**config.mk**
```make
export PLATFORM = sky130hd
export DESIGN_NAME = bsps_top
export DESIGN_NICKNAME = d
export VERILOG_FILES = /design/src/placeholder_unused.sv /design/src/bsps_pkg.sv /design/src/bsps_top.sv
export SDC_FILE = /design/constraint.sdc
export NUM_CORES = 1
export LEC_CHECK = 0
export ABC_AREA = 1
export BUFFER_PORTS_ARGS = -buffer_cell sky130_fd_sc_hd__buf_4
export CAP_MARGIN = 20
export CORE_UTILIZATION = 30
export DETAILED_ROUTE_END_ITERATION = 8
export GPL_TIMING_DRIVEN = 0
export SYNTH_ARGS = -nofsm -noshare
export SYNTH_HDL_FRONTEND = slang
export SYNTH_SLANG_ARGS = --single-unit
export TNS_END_PERCENT = 100
```
**constraint.sdc**
```tcl
create_clock -name clk_sys -period 4.81 [get_ports clk_sys]
set_input_delay 0 -clock clk_sys [delete_from_list [all_inputs] [get_ports clk_sys]]
set_output_delay 0 -clock clk_sys [all_outputs]
set_load 0.03 [all_outputs]
```
**src/placeholder_unused.sv**
```systemverilog
`timescale 1ns/1ps
```
**src/bsps_pkg.sv**
```systemverilog
package bsps_pkg;

   // Boot source chosen by the two boot-select straps, {strap_b, strap_a}
   typedef enum logic [1:0]
   {
      BSPS_BOOT_I2C_SLAVE = 2'h0,
      BSPS_BOOT_I2C_EEPROM = 2'h1,
      BSPS_BOOT_ROM_ONLY = 2'h2,
      BSPS_BOOT_SPI_SLAVE = 2'h3
   } bsps_boot_src_t;

   // Output configuration mode, {strap_hi, strap_lo}
   typedef enum logic [1:0]
   {
      BSPS_MODE_0 = 2'h0,
      BSPS_MODE_1 = 2'h1,
      BSPS_MODE_2 = 2'h2,
      BSPS_MODE_3 = 2'h3
   } bsps_out_mode_t;

   typedef enum
   {
      ST_HOLD,
      ST_LOAD,
      ST_INIT,
      ST_RUN
   } bsps_state_t;

   // All straps captured in one cycle
   typedef struct packed
   {
      logic           boot_b;
      logic           boot_a;
      logic           mode_hi;
      logic           mode_lo;
   } bsps_straps_t;

   // Supply sync waveform set by firmware, in system clock cycles
   typedef struct packed
   {
      logic           enable;
      logic [15:0]    period;
      logic [15:0]    high;
   } bsps_sync_cfg_t;

   localparam int           BSPS_PWM_PINS      = 8;
   localparam int           BSPS_PWM_CHANS     = 5;
   localparam int           BSPS_PROTECT_INS   = 3;
   localparam bsps_straps_t BSPS_STRAPS_RST    = 4'h0;
   localparam logic [15:0]  BSPS_SYNC_CNT_RST  = 16'h0000;
   localparam logic [15:0]  BSPS_SYNC_CNT_STEP = 16'h0001;

endpackage

```
**src/bsps_top.sv**
```systemverilog
`timescale 1ns/1ps
module bsps_top
#(
   parameter int BSPS_PINS = bsps_pkg::BSPS_PWM_PINS,
   parameter int BSPS_CH   = bsps_pkg::BSPS_PWM_CHANS,
   parameter int BSPS_PROT = bsps_pkg::BSPS_PROTECT_INS
)
(
   // Clock and reset
   input  wire logic                          clk_sys,
   input  wire logic                          sys_rst,
   // Reset pins and supply monitors
   input  wire logic                          reset_in_n,
   input  wire logic                          brownout_3v3,
   input  wire logic                          brownout_1v8,
   output      logic                          brownout_reset_out_n,
   // Boot straps
   input  wire logic                          boot_select_strap_a,
   input  wire logic                          boot_select_strap_b,
   // Shared config / sync pin
   input  wire logic                          output_mode_strap_hi,
   output      logic                          supply_sync_output,
   output      logic                          supply_sync_oe,
   // Shared config / error pin
   input  wire logic                          output_mode_strap_lo,
   output      logic                          fault_out_n,
   output      logic                          fault_out_oe,
   // Shared thermal / SPI pins
   input  wire logic                          thermal_reference_pin_i,
   output      logic                          thermal_reference_pin_o,
   output      logic                          thermal_reference_pin_oe,
   input  wire logic                          thermal_sense_pin,
   input  wire logic                          timer_one_pin,
   output      logic                          spi_sck,
   output      logic                          spi_mosi,
   output      logic                          thermal_sense,
   output      logic                          thermal_common,
   // Firmware and boot engine handshakes
   input  wire logic                          fw_started,
   input  wire logic                          eeprom_load_done,
   input  wire logic                          fw_thermal_ref,
   input  wire logic [BSPS_CH-1:0]            chan_shutdown,
   input  wire bsps_pkg::bsps_sync_cfg_t      sync_cfg,
   input  wire logic                          host_wr_valid,
   output      logic                          host_wr_accept,
   output      logic                          eeprom_load_req,
   output      logic                          host_bus_hold,
   output      logic                          in_reset,
   output      logic                          fw_running,
   // Latched configuration
   output      bsps_pkg::bsps_boot_src_t      boot_source,
   output      bsps_pkg::bsps_out_mode_t      out_mode,
   output      logic                          crossover_en,
   output      logic [BSPS_PINS-1:0][2:0]     pwm_pin_chan,
   output      logic [BSPS_PINS-1:0]          pwm_pin_used,
   output      logic [BSPS_PROT-1:0][BSPS_CH-1:0] protect_chan_mask
);

   // Pin-to-channel map: {used, chan[2:0]} per pin
   function automatic logic [BSPS_PINS-1:0][3:0] pin_map(input bsps_pkg::bsps_out_mode_t m);
      logic [BSPS_PINS-1:0][3:0] r;
      r = '0;
      case (m)
         bsps_pkg::BSPS_MODE_0: r = {4'h0, 4'h0, 4'h0, 4'h0, 4'h9, 4'h9, 4'h8, 4'h8};
         bsps_pkg::BSPS_MODE_1: r = {4'h0, 4'h0, 4'hc, 4'hc, 4'h9, 4'h9, 4'h8, 4'h8};
         bsps_pkg::BSPS_MODE_2: r = {4'h0, 4'h0, 4'ha, 4'ha, 4'h9, 4'h9, 4'h8, 4'h8};
         bsps_pkg::BSPS_MODE_3: r = {4'hb, 4'hb, 4'ha, 4'ha, 4'h9, 4'h9, 4'h8, 4'h8};
         default:               r = '0;
      endcase
      return r;
   endfunction

   // Protect input to powered-channel masks, per mode
   function automatic logic [BSPS_PROT-1:0][BSPS_CH-1:0] prot_map(
      input bsps_pkg::bsps_out_mode_t m);
      logic [BSPS_PROT-1:0][BSPS_CH-1:0] r;
      r = '0;
      case (m)
         bsps_pkg::BSPS_MODE_0: r = {5'h00, 5'h00, 5'h03};
         bsps_pkg::BSPS_MODE_1: r = {5'h00, 5'h00, 5'h03};
         bsps_pkg::BSPS_MODE_2: r = {5'h00, 5'h04, 5'h03};
         bsps_pkg::BSPS_MODE_3: r = {5'h00, 5'h0c, 5'h03};
         default:               r = '0;
      endcase
      return r;
   endfunction

   logic                         rin_meta;
   logic                         rin_sync;
   bsps_pkg::bsps_state_t        state;
   bsps_pkg::bsps_state_t        next_state;
   bsps_pkg::bsps_straps_t       straps;
   logic [15:0]                  sync_cnt;
   logic [BSPS_PINS-1:0][3:0]    map_now;

   // Reset input synchroniser; first stage read only by the second
   always_ff @(posedge clk_sys)
   begin
      if (sys_rst)
      begin
         rin_meta <= 1'b0;
         rin_sync <= 1'b0;
      end
      else
      begin
         rin_meta <= reset_in_n;
         rin_sync <= rin_meta;
      end
   end

   always_comb
   begin
      next_state = state;
      if (!rin_sync)
         next_state = bsps_pkg::ST_HOLD;
      else
         case (state)
            bsps_pkg::ST_HOLD:
               next_state = ({boot_select_strap_b, boot_select_strap_a} ==
                             bsps_pkg::BSPS_BOOT_I2C_EEPROM) ? bsps_pkg::ST_LOAD
                                                             : bsps_pkg::ST_INIT;
            bsps_pkg::ST_LOAD:
               next_state = eeprom_load_done ? bsps_pkg::ST_INIT : bsps_pkg::ST_LOAD;
            bsps_pkg::ST_INIT:
               next_state = fw_started ? bsps_pkg::ST_RUN : bsps_pkg::ST_INIT;
            bsps_pkg::ST_RUN:
               next_state = bsps_pkg::ST_RUN;
            default:
               next_state = bsps_pkg::ST_HOLD;
         endcase
   end

   always_ff @(posedge clk_sys)
   begin
      if (sys_rst)
         state <= bsps_pkg::ST_HOLD;
      else
         state <= next_state;
   end

   always_ff @(posedge clk_sys)
   begin
      if (sys_rst)
         straps <= bsps_pkg::BSPS_STRAPS_RST;
      else if (state == bsps_pkg::ST_HOLD && rin_sync)
         straps <= {boot_select_strap_b, boot_select_strap_a,
                    output_mode_strap_hi, output_mode_strap_lo};
   end

   assign map_now = pin_map(bsps_pkg::bsps_out_mode_t'({straps.mode_hi, straps.mode_lo}));

   always_ff @(posedge clk_sys)
   begin
      if (sys_rst)
      begin
         boot_source       <= bsps_pkg::BSPS_BOOT_I2C_SLAVE;
         out_mode          <= bsps_pkg::BSPS_MODE_0;
         crossover_en      <= 1'b0;
         pwm_pin_chan      <= '0;
         pwm_pin_used      <= '0;
         protect_chan_mask <= '0;
      end
      else
      begin
         boot_source  <= bsps_pkg::bsps_boot_src_t'({straps.boot_b, straps.boot_a});
         out_mode     <= bsps_pkg::bsps_out_mode_t'({straps.mode_hi, straps.mode_lo});
         crossover_en <= straps.mode_hi;
         for (int i = 0; i < BSPS_PINS; i++)
         begin
            pwm_pin_chan[i] <= map_now[i][2:0];
            pwm_pin_used[i] <= map_now[i][3];
         end
         protect_chan_mask <= prot_map(
            bsps_pkg::bsps_out_mode_t'({straps.mode_hi, straps.mode_lo}));
      end
   end

   // brownout on either rail pulls reset output low
   always_ff @(posedge clk_sys)
   begin
      if (sys_rst)
         brownout_reset_out_n <= 1'b1;
      else
         brownout_reset_out_n <= ~(brownout_3v3 | brownout_1v8);
   end

   // host writes taken only while running
   always_ff @(posedge clk_sys)
   begin
      if (sys_rst)
      begin
         host_wr_accept  <= 1'b0;
         eeprom_load_req <= 1'b0;
         host_bus_hold   <= 1'b0;
         in_reset        <= 1'b1;
         fw_running      <= 1'b0;
      end
      else
      begin
         host_wr_accept  <= host_wr_valid && next_state == bsps_pkg::ST_RUN
                            && state == bsps_pkg::ST_RUN;
         eeprom_load_req <= next_state == bsps_pkg::ST_LOAD;
         host_bus_hold   <= next_state == bsps_pkg::ST_LOAD;
         in_reset        <= next_state == bsps_pkg::ST_HOLD;
         fw_running      <= next_state == bsps_pkg::ST_RUN;
      end
   end

   // firmware-timed sync waveform; counter idles outside run
   always_ff @(posedge clk_sys)
   begin
      if (sys_rst || state != bsps_pkg::ST_RUN || !sync_cfg.enable)
         sync_cnt <= bsps_pkg::BSPS_SYNC_CNT_RST;
      else if (sync_cnt + bsps_pkg::BSPS_SYNC_CNT_STEP >= sync_cfg.period)
         sync_cnt <= bsps_pkg::BSPS_SYNC_CNT_RST;
      else
         sync_cnt <= sync_cnt + bsps_pkg::BSPS_SYNC_CNT_STEP;
   end

   // shared config pins turn to outputs in run
   always_ff @(posedge clk_sys)
   begin
      if (sys_rst)
      begin
         supply_sync_output <= 1'b0;
         supply_sync_oe     <= 1'b0;
         fault_out_n        <= 1'b1;
         fault_out_oe       <= 1'b0;
      end
      else
      begin
         supply_sync_output <= state == bsps_pkg::ST_RUN && sync_cfg.enable
                               && sync_cnt < sync_cfg.high;
         supply_sync_oe     <= next_state == bsps_pkg::ST_RUN;
         // Follows the pin enable, so the pin never sits low while undriven
         fault_out_n        <= !(next_state == bsps_pkg::ST_RUN && |chan_shutdown);
         fault_out_oe       <= next_state == bsps_pkg::ST_RUN;
      end
   end

   // thermal pins: SPI during init, thermal use once running
   always_ff @(posedge clk_sys)
   begin
      if (sys_rst)
      begin
         spi_sck                  <= 1'b0;
         spi_mosi                 <= 1'b0;
         thermal_sense            <= 1'b0;
         thermal_common           <= 1'b0;
         thermal_reference_pin_o  <= 1'b0;
         thermal_reference_pin_oe <= 1'b0;
      end
      else if (state == bsps_pkg::ST_RUN)
      begin
         spi_sck                  <= 1'b0;
         spi_mosi                 <= 1'b0;
         thermal_sense            <= thermal_sense_pin;
         thermal_common           <= timer_one_pin;
         thermal_reference_pin_o  <= fw_thermal_ref;
         thermal_reference_pin_oe <= 1'b1;
      end
      else
      begin
         spi_sck                  <= thermal_reference_pin_i;
         spi_mosi                 <= thermal_sense_pin;
         thermal_sense            <= 1'b0;
         thermal_common           <= 1'b0;
         thermal_reference_pin_o  <= 1'b0;
         thermal_reference_pin_oe <= 1'b0;
      end
   end
endmodule

```
# After elaboration in Yosys (flattened, before gate mapping)
# Index checks and enable logic that the tools add are counted.
[totals]
register_bits = 119
inputBits = 54
elab_cells = 80
[op_classes]
add_sub_neg = 1
magnitude_cmp = 2
eq_ne = 11
mux = 8
bitwise_logic = 3
reduce_logical = 19
[ops]
columns = ["operator", "count"]
rows = [
  ["case mux 32 bit (4 select lines)", 1],
  ["== test 32 x 2 -> 1 bit, second input constant", 3],
  ["logical NOT 32 bit", 3],
  ["== test 32 x 3 -> 1 bit, second input constant", 2],
  ["case mux 15 bit (3 select lines)", 1],
  ["== test 32 x 1 -> 1 bit, second input constant", 1],
  ["inequality test 32 x 3 -> 1 bit, second input constant", 1],
  ["adder 16 x 1 -> 16 bit, second input constant", 1],
  [">= comparator 16 bit", 1],
  ["less-than comparator 16 bit", 1],
  ["case mux 2 bit (4 select lines)", 1],
  ["OR reduction 2 bit", 4],
  ["logical AND 1 bit", 6],
  ["2-to-1 mux 2 bit", 3],
  ["OR reduction 5 bit", 1],
  ["== test 2 x 1 -> 1 bit, second input constant", 2],
  ["== test 2 bit, second input constant", 2],
  ["logical NOT 1 bit", 2],
  ["logical NOT 2 bit", 1],
  ["logical OR 1 bit", 2],
  ["2-to-1 mux 1 bit", 2],
  ["inverter 1 bit", 2],
  ["OR 1 bit", 1],
]

# Longest topological paths before layout
# Gate-level depths: netlist (run 1).
[logic_depth]
word_depth = 7
ltp_mapped = 18

# Worst setup path before layout (run 1)
# OpenSTA, ideal clock, no wires.
[synth_path]
kind = "register to register"
startpoint = "register sync_cnt[0]"
endpoint = "register sync_cnt[15]"
setup_time_ns = 0.119
arrival_time_ns = 2.035
t_required_ns = 4.691
path_slack_ns = 2.655
path_stages_with_launch = 16
path_cell_list = "dfxtp_1 > ha_1 > nand2_1 > inv_1 > nand3_1 > nor2_2 > nand3_1 > nand2_1 > inv_1 > ha_1 > nand4_1 > a21oi_1 > nor2_2 > nand2_2 > buf_6 > nor2_2"
[synth_between]
elab_chain_len = 3
[synth_rtl]
columns = ["item", "line", "rtl"]
rows = [
  ["start: declaration", "bsps_top.sv:93", "logic [15:0] sync_cnt;"],
  ["start signal: assignment", "bsps_top.sv:213", "sync_cnt <= bsps_pkg::BSPS_SYNC_CNT_RST;"],
  ["start signal: assignment", "bsps_top.sv:215", "sync_cnt <= bsps_pkg::BSPS_SYNC_CNT_RST;"],
  ["start signal: assignment", "bsps_top.sv:217", "sync_cnt <= sync_cnt + bsps_pkg::BSPS_SYNC_CNT_STEP;"],
  ["adder 16 x 1 -> 16 bit (*)", "bsps_top.sv:214, bsps_top.sv:217", ""],
  [">= comparator 16 bit", "bsps_top.sv:214", "else if (sync_cnt + bsps_pkg::BSPS_SYNC_CNT_STEP >= sync_cfg.period)"],
  ["OR reduction 2 bit (no source line)", "-", ""],
]
# Mark *: on every way between the ends. The rest lies on a longest branch, timed or not.
# A chain may end at the register's enable or synchronous reset.

# Final worst setup path (run 1)
# Ends and elaborated chain as after synthesis.

==> impl_metrics.ini, run 1 <==
[logic_synthesis]
synth_warnings = 0
avgSynthCellArea_sq_um = 7.58
netlist_area_sq_um = 2860
syn_inst = 378
synth_cell_types = 31
ys_ff_latch = 47
seq_area_frac_synth_pct = 32.9

[cts]
clkLatencyLatePin_ps = 300
cts-root-buf = clkbuf_8
ctsLongestPathBuffers = 2
cts-htree-levels = 2
numCtsBuffers = 5
clock-sinks = 47
cts_tree = built
clkTransAtPathRegs_ps = 90

[detailed_routing]
wire_per_inst_um = 9.71
drt_pass1_iterations = 4
viasPerCell = 3.96
drt-total-wl_mm = 6.28
drt_iter0_drc = 37
drc = 0
ant_nets = 0
vias = 2565

[power_and_ir_drop]
pwr-share-clk_pct = 34.3
switching_share_pct = 26.6
vdd_ir_drop_max_v = 0.000122
seqPwrFrac_pct = 47.0
combPwrFrac_pct = 18.7
p_switching_mw = 0.226
internal_power_mw = 0.625
cellLeakagePower_nw = 2.31
power_density_nw_per_um2 = 209
fin_total_pwr_mw = 0.851

[timing]
fin_skew_ps = 6.81
setup-violations-final = 0
fmax_ghz = 0.388
hold_viol = 0
rsz0062_at_grt = no
period_minus_slack_ps = 2580
slew_violations = 0
fin_setup_tns_ps = 0
period_share_pct = 53.6

[grt]
grt_max_degree = 15
grt-ovfl-total = 0
antenna_found_initial = 0
grt_util_all_layers_pct = 13.0
first_global_vias = 2384
grt_pass1_wl_mm = 10.3

[placement]
placed_cell_area_sq_um = 3840
dp_hpwl_mm = 5.15
gp_congestion = 0.789
port_buffers = 96

[final_layout]
syn_to_final_growth_pct = 42.2
final_cell_mix = buf_4 (141), inv_1 (78), nand2_1 (51)
seq_area_sq_um = 941
design_area_sq_um = 4070
final_common_cell = buf_4
drive_gt1_share_pct = 34.2
n_antenna_cell = 0
fin_util_pct = 44.1
finalNetCount = 604
multiInputGateArea_sq_um = 1360
fillers = 940

[floorplan]
fp.dieArea_sq_um = 9940
die_width_um = 99.7
ios = 122
die_y_um = 99.7
start_util_pct = 31.0
core_area_sq_um = 9240
rows = 35

[setup_path]
cp_cell_sequence = ha_1, nand2_1, inv_1, nand3_1, nor2_2, nand3_1, nand2_1, inv_1, ha_1, nand4_1, a21oi_1, nor2_2, nand2_2, buf_6, nor2_2
slowest_delay_ps = 440
cp_max_fo = 10
cp-start-kind = flop
crit_required_ps = 5010
critPathArrivalTime_ps = 2770
worstSetupPathType = reg -> reg
end_kind = flop
cp_slowest_cell = dfxtp_1
crit_path_frequent_cell = nor2_2

[job]
max_cap_viol_count = 0

[outcome]
status = finished clean

[hold_path]
hold_class = in -> reg
[final timing paths]
kind,start,to,slack [ps],depth (start not counted)
setup / recovery,sync_cnt[0],sync_cnt[15],2230,15
hold / removal,boot_select_strap_b,straps[3],2,3
setup reg to reg,sync_cnt[0],sync_cnt[15],2230,15
hold reg to reg,rin_meta,rin_sync,400,2
[power groups by stage]
stage               Sequential, mW  Clock [mW]  Combinational (mW)
floorplan                    0.418           0              0.0865
global placement             0.409           0               0.149
detailed placement           0.409           0               0.151
CTS                          0.400       0.299               0.159
global route                 0.401       0.314               0.173
finish                       0.400       0.292               0.159
[stage by stage]
stage          cells  worst slack (ps)  hold WS [ps]
5_1_grt          647              1980          14.4
3_5_place_dp     627              2240           190
6_report         647              2230          1.60
2_1_floorplan    402              2660          76.8
4_1_cts          647              2210         0.655
3_3_place_gp     627              2280           185
[layer usage]
layer / global-route usage (%) / share of wire, %
met4: 3.96 / 0.91
met2: 23.2 / 50
met5: 0 / 0
met3: 2.60 / 4.6
met1: 15.6 / 45
[state kept, by name, summed over array words and instances, names as in the netlist, 2 cells and up]
signal             cells
pwm_pin_used           2
pwm_pin_chan           2
boot_source            2
out_mode               2
sync_cnt              16
straps                 4
state                  2
protect_chan_mask      2
[cells in the mapped netlist (all sizes together)]
cell type,count,area (sq um)
a21o,1,7.51
a21oi,19,95.1
a31o,2,17.5
and3,2,12.5
buf,46,349
clkbuf,1,3.75
clkinv,1,5.00
conb,1,3.75
dfxtp,47,941
ha,32,400
inv,79,297
nand2,56,228
nand3,9,50.1
nand4,5,31.3
nor2,49,231
nor3,5,25.0
nor4,1,6.26
o211ai,1,12.5
o21ai,7,35.0
o21bai,4,30.0
o41ai,1,8.76
or2,2,12.5
xnor2,1,8.76
xor2,6,52.6
[logic make-up after synthesis]
group                    synth area share (%)
AND/OR/NAND/NOR                          20.8
buffers and inverters                    22.8
flip-flops                               32.9
AO/OA/AOI/OAI                            7.21
adder cells (fa/ha/maj)                  14.0
XOR/XNOR                                 2.14
other                                   0.131
[repair_timing]
action | CTS | global route
hold buffers | 13 | 0
resized for setup | 0 | 0
setup buffers | 0 | 0
endpoints found under the setup margin | 0 | 0
hold endpoints to repair | 13 | 0
[worst max-delay path, delay by kind of cell, from the launching register on]
| kind | cells | cell delay [ps] |
|---|---|---|
| buffers and inverters | 3 | 360 |
| flip-flops | 1 | 440 |
| AND/OR/NAND/NOR | 9 | 980 |
| adder cells (fa/ha/maj) | 2 | 510 |
| AO/OA/AOI/OAI | 1 | 180 |
[cell type report]
type,instances,share of cell area (%)
Multi-Input combinational cell,228,33.4
Sequential cell,47,23.1
Timing Repair Buffer,109,20.9
Buffer,47,8.66
Inverter,80,7.40
Tap cell,129,3.96
Clock buffer,5,1.69
Clock inverter,2,0.922
(Power assumes the default switching activity.)
==> run 2: changes to the inputs <==
==> constraint.sdc (replaced) <==
create_clock -name clk_sys -period 2.3 [get_ports clk_sys]
set_input_delay 0 -clock clk_sys [delete_from_list [all_inputs] [get_ports clk_sys]]
set_output_delay 0 -clock clk_sys [all_outputs]
set_load 0.03 [all_outputs]
==> run 2 against run 1 <==
  * Power grew 110%
  * Critical path depth is the same
  * Cell count grew 1.5%
  * Flip-flop and latch count unchanged
  * Highest routed layer unchanged
==> impl_metrics.ini, run 2 (synthesis gave the netlist of run 1 again) <==
[grt]
busiest_layer = met2
grt_max_degree = 15
use_met3_pct = 2.53
use_met1_pct = 16.1
antenna_found_initial = 0
grt_pass1_wl_mm = 10.6
grt_util_all_layers_pct = 13.3
grt-ovfl-total = 0
met2_usage_pct = 23.7
first_global_vias = 2381

[cts]
clock-sinks = 47
numCtsBuffers = 5
clkLatencyLatePin_ps = 300
clkTransAtPathRegs_ps = 90
cts-htree-levels = 2
cts_tree = built
cts-root-buf = clkbuf_8
ctsLongestPathBuffers = 2

[final_layout]
biggestRegsByFlops = sync_cnt x16, straps x4
top_register = sync_cnt
final_common_cell = buf_4
finalNetCount = 614
n_antenna_cell = 0
drive_gt1_share_pct = 42.6
largest_reg_flops = 16
final_cell_mix = buf_4 (148), inv_1 (75), nand2_1 (47)
syn_to_final_growth_pct = 55.1

[setup_path]
critPathArrivalTime_ps = 2480
end_kind = flop
cp_cell_sequence = nand3_4, nor2_4, nand2_4, nor2_4, buf_6, xor2_4, inv_2, ha_4, a21o_1, nand3_2, a21oi_2, nor2_2, nand2_4, clkbuf_16, nor2_2
cp_max_fo = 6
crit_required_ps = 2500
slowest_delay_ps = 390
r2r_slack_ps = 20
worstSetupPathType = reg -> reg
critical-path-top-delay-family = simple AND/OR/NAND/NOR gates
cp-start-kind = flop
cp_slowest_cell = dfxtp_4
path_buf_inv = 3

[timing]
finalWorstSetupSlack_ps = 21.0
fin_skew_ps = 6.83
hold_viol = 0
fmax_ghz = 0.439
slew_violations = 0
setup-violations-final = 0
period_minus_slack_ps = 2280
rsz0062_at_grt = yes
fin_setup_tns_ps = 0
period_share_pct = 99.1

[job]
max_cap_viol_count = 0

[floorplan]
rows = 35
die_y_um = 99.7
start_util_pct = 31.0
die_width_um = 99.7
core_area_sq_um = 9240
fp.dieArea_sq_um = 9940
ios = 122

[detailed_routing]
ant_nets = 0
wire_per_inst_um = 10.1
drt_pass1_iterations = 4
drt_iter0_drc = 49
drc = 0
vias = 2640
viasPerCell = 4.02
drt-total-wl_mm = 6.66

[power_and_ir_drop]
vdd_ir_drop_max_v = 0.000255
power_density_nw_per_um2 = 400
cellLeakagePower_nw = 2.41

[placement]
dp_slack_ps = -266
port_buffers = 96
dp_hpwl_mm = 5.15
gp_congestion = 0.789

[hold_path]
hold_class = in -> reg

[outcome]
status = finished clean
[run 2: cell types whose count changed in the layout (fill, tap and decap cells not counted), moves of 6 or more]
cell and delta:
nor2_4 +9, dfxtp_1 -11, buf_4 +7, dfxtp_4 +6
[run 2: power by group]
part           leakage (nW)  switching [mW]  internal (mW)
Clock                0.0502           0.290          0.318
Combinational          1.98           0.177          0.163
Sequential            0.389         0.00706          0.822
Total                  2.41           0.474           1.30
[run 2: routing by layer]
layer  up-vias  wire, um
met1      1187      2970
met3         5       273
met2        60      3360
li1       1388         -
met4         0        58
met5         -         0
[run 2: per-stage QoR]
stage | total power, mW | utilization [%] | std cells | instance area, sq um | hold slack (ps)
global placement | 1.17 | 41.5 | 627 | 3840 | 185
global route | 1.86 | 48.1 | 657 | 4440 | 11.4
finish | 1.78 | 48.1 | 657 | 4440 | 1.92
detailed placement | 1.17 | 41.5 | 627 | 3840 | 190
floorplan | 1.05 | - | 402 | 2950 | 76.8
CTS | 1.79 | 44.9 | 649 | 4150 | 0.655
[run 2: final timing paths]
kind                             from            to  cells after the start
setup / recovery          sync_cnt[1]  sync_cnt[11]                     15
hold / removal    boot_select_strap_a     straps[2]                      3
setup reg to reg          sync_cnt[1]  sync_cnt[11]                     15
hold reg to reg              rin_meta      rin_sync                      2
[run 2: what timing repair did]
| action | 4_1_cts | 5_1_grt |
|---|---|---|
| cloned | 0 | 1 |
| setup endpoints to repair | 16 | 16 |
| resized for setup | 20 | 44 |
| buffers inserted | 2 | 7 |
| hold endpoints to repair | 13 | 0 |
| hold buffers | 13 | 0 |
| pin swaps | 4 | 18 |
[run 2: layout make-up]
type                    count  area (sq um)
fillers                   905          4800
multi-input cells         228          1590
flip-flops and latches     47           970
repair buffers            119           951
plain buffers              47           362
inverters                  80           302
well taps                 129           161
clock buffers               5          68.8
clock inverters             2          37.5
[run 2: worst min-delay path: stages]
cell     delay [ps]
buf_4            80
o21ai_0          80
a21oi_1         100
==> run 3: changes to the inputs <==
--- a/config.mk
+++ b/config.mk
@@ -5,7 +5,6 @@
 export SDC_FILE = /design/constraint.sdc
 export NUM_CORES = 1
 export LEC_CHECK = 0
-export ABC_AREA = 1
 export BUFFER_PORTS_ARGS = -buffer_cell sky130_fd_sc_hd__buf_4
 export CAP_MARGIN = 20
 export CORE_UTILIZATION = 30
==> run 3 against run 2 <==
  * The run now ends with setup timing left
  * Non-clock buffer count rose by 7
  * Cell count is 14% lower
  * Critical endpoint is now sync_cnt[0]
  * Count of clock-buffer cells in the layout up 1
==> impl_metrics.ini, run 3 <==
[cts]
clkTransAtPathRegs_ps = 90
ctsLongestPathBuffers = 2
clock-sinks = 47
numCtsBuffers = 5
cts-htree-levels = 2
cts-root-buf = clkbuf_8
cts_tree = built
clkLatencyLatePin_ps = 290

[placement]
port_buffers = 96
dp_hpwl_mm = 4.64
placed_cell_area_sq_um = 3700
gp_congestion = 0.748
dp_slack_ps = -564
place_inst = 526

[power_and_ir_drop]
fin_total_pwr_mw = 1.65
pwr-share-clk_pct = 31.3
power_density_nw_per_um2 = 401
cellLeakagePower_nw = 2.17
internal_power_mw = 1.22
p_switching_mw = 0.433
vdd_ir_drop_max_v = 0.000216
seqPwrFrac_pct = 49.9
switching_share_pct = 26.2
combPwrFrac_pct = 18.9

[timing]
slew_violations = 0
period_minus_slack_ps = 2670
holdWs_ps = 45.5
rsz0062_at_grt = yes
hold_viol = 0
max_slew_margin_pct = 50.2
setup-violations-final = 16
worstMarginPinSlew_ps = 746
fin_skew_ps = 6.52
period_share_pct = 116
finalWorstSetupSlack_ps = -368
fmax_ghz = 0.375
fin_setup_tns_ps = -5530

[final_layout]
biggestRegsByFlops = sync_cnt x16, straps x4
top_register = sync_cnt
fin_util_pct = 47.3
finalNetCount = 541
final_common_cell = buf_4
seq_area_sq_um = 968
n_antenna_cell = 0
multiInputGateArea_sq_um = 1440
syn_to_final_growth_pct = 53.2
instances_no_fill = 564
drive_gt1_share_pct = 43.4
final_cell_mix = buf_4 (154), inv_1 (37), dfxtp_1 (37)
fillers = 867
design_area_sq_um = 4130
largest_reg_flops = 16

[setup_path]
cp-startpoint = sync_cnt[5]
worstSetupPathType = reg -> reg
cp_slowest_cell = or4_4
cp-start-kind = flop
cp_max_fo = 10
cp_cell_sequence = and3_4, and4_4, nand3_4, xnor2_2, ha_1, a21o_1, o21ai_1, nand4b_1, or4_4, buf_8, nor2_1
reg2reg_depth = 11
slowest_delay_ps = 570
critPathArrivalTime_ps = 2900
timing.rr.end = sync_cnt[0]
critical-path-top-delay-family = simple AND/OR/NAND/NOR gates
r2r_slack_ps = -370
crit_required_ps = 2530
r2r_start = sync_cnt[5]
end_kind = flop
path_buf_inv = 1

[detailed_routing]
drt-total-wl_mm = 5.78
wire_per_inst_um = 10.2
drc = 0
viasPerCell = 4.07
ant_nets = 0
drt_iter0_drc = 33
vias = 2298
drt_pass1_iterations = 4

[floorplan]
start_util_pct = 30.9
rows = 34
ios = 122
core_area_sq_um = 8720
die_y_um = 96.8
die_width_um = 96.8
fp.dieArea_sq_um = 9370

[logic_synthesis]
netlist_area_sq_um = 2700
seq_area_frac_synth_pct = 34.9
synth_edf_count = 0
synth_top_area_share_pct = 34.9
yosysMostFrequentCell = dfxtp_1
synth_cell_types = 36
synth_flop_cell = dfxtp_1
syn_inst = 298
synth_warnings = 0
yosysTopAreaCell = dfxtp_1
avgSynthCellArea_sq_um = 9.04
synthTopCellsByCount = dfxtp_1 (47), buf_4 (45), inv_1 (37)
ys_ff_latch = 47
yosys-top-cells-area = dfxtp_1 (35%), ha_1 (15%), buf_4 (13%), inv_1 (5.2%), nor2b_1 (3.7%)
async_flop_share_pct = 0

[hold_path]
hold_class = in -> reg
hold_path_startpoint = fw_started
hold_end = fault_out_oe
holdPathStages = 3

[grt]
antenna_found_initial = 0
grt_max_degree = 16
grt_util_all_layers_pct = 12.9
grt_pass1_wl_mm = 9.95
grt-ovfl-total = 0
first_global_vias = 2263

[outcome]
status = finished, violations left
violations = setup timing

[job]
max_cap_viol_count = 0
-- run 3: cell families after synthesis --
logic type	count (synthesis)	share of synthesized area, %
simple gates	90	19.9
flops	47	34.9
xor+xnor	14	4.55
mux	4	1.49
other cells	1	0.139
buf+inv	84	18.2
compound gates	26	5.94
fa+ha+maj	32	14.9
-- run 3: what timing repair did --
action | in CTS | in global routing
pin swaps | 10 | 3
endpoints found under the hold margin | 18 | 0
hold buffers | 16 | 0
setup endpoints to repair | 16 | 16
buffers inserted | 13 | 1
resized for setup | 13 | 3
-- run 3: power groups by stage --
| stage | Sequential (mW) | Clock [mW] | Combinational (mW) |
|---|---|---|---|
| 2_1_floorplan | 0.866 | 0 | 0.166 |
| 3_3_place_gp | 0.851 | 0 | 0.285 |
| 3_5_place_dp | 0.852 | 0 | 0.289 |
| 4_1_cts | 0.827 | 0.535 | 0.312 |
| 5_1_grt | 0.827 | 0.574 | 0.336 |
| 6_report | 0.825 | 0.517 | 0.312 |
-- run 3: worst reg2reg max path: stages (launching register included) --
cell,delay [ps]
dfxtp_2,340
and3_4,220
and4_4,250
nand3_4,80
xnor2_2,160
ha_1,310
a21o_1,160
o21ai_1,120
nand4b_1,120
or4_4,570
buf_8,170
nor2_1,100
-- run 3: layer usage --
metal / vias to the layer above / share of wire (%) / track usage, %
met5: - / 0 / 0
met3: 2 / 7.4 / 3.68
met4: 0 / 0.62 / 3.44
li1: 1224 / - / -
met2: 90 / 48 / 22.4
met1: 982 / 44 / 15.6
-- run 3: worst max-delay path by stage --
stage                  endpoint  slack, ps  cells after the start
global placement    sync_cnt[5]       -520                     10
global route        sync_cnt[0]       -550                     11
floorplan           sync_cnt[4]       -230                     11
finish              sync_cnt[0]       -370                     11
CTS                 sync_cnt[3]       -410                     11
detailed placement  sync_cnt[1]       -560                     10
-- run 3: area by class of cell --
cell class              count  share of cell area [%]
well taps                 108                    3.27
clock inverters             2                   0.394
flip-flops and latches     47                    23.5
clock buffers               6                    2.00
plain buffers              47                    8.64
repair buffers            126                    24.0
multi-input cells         191                    34.9
inverters                  37                    3.36
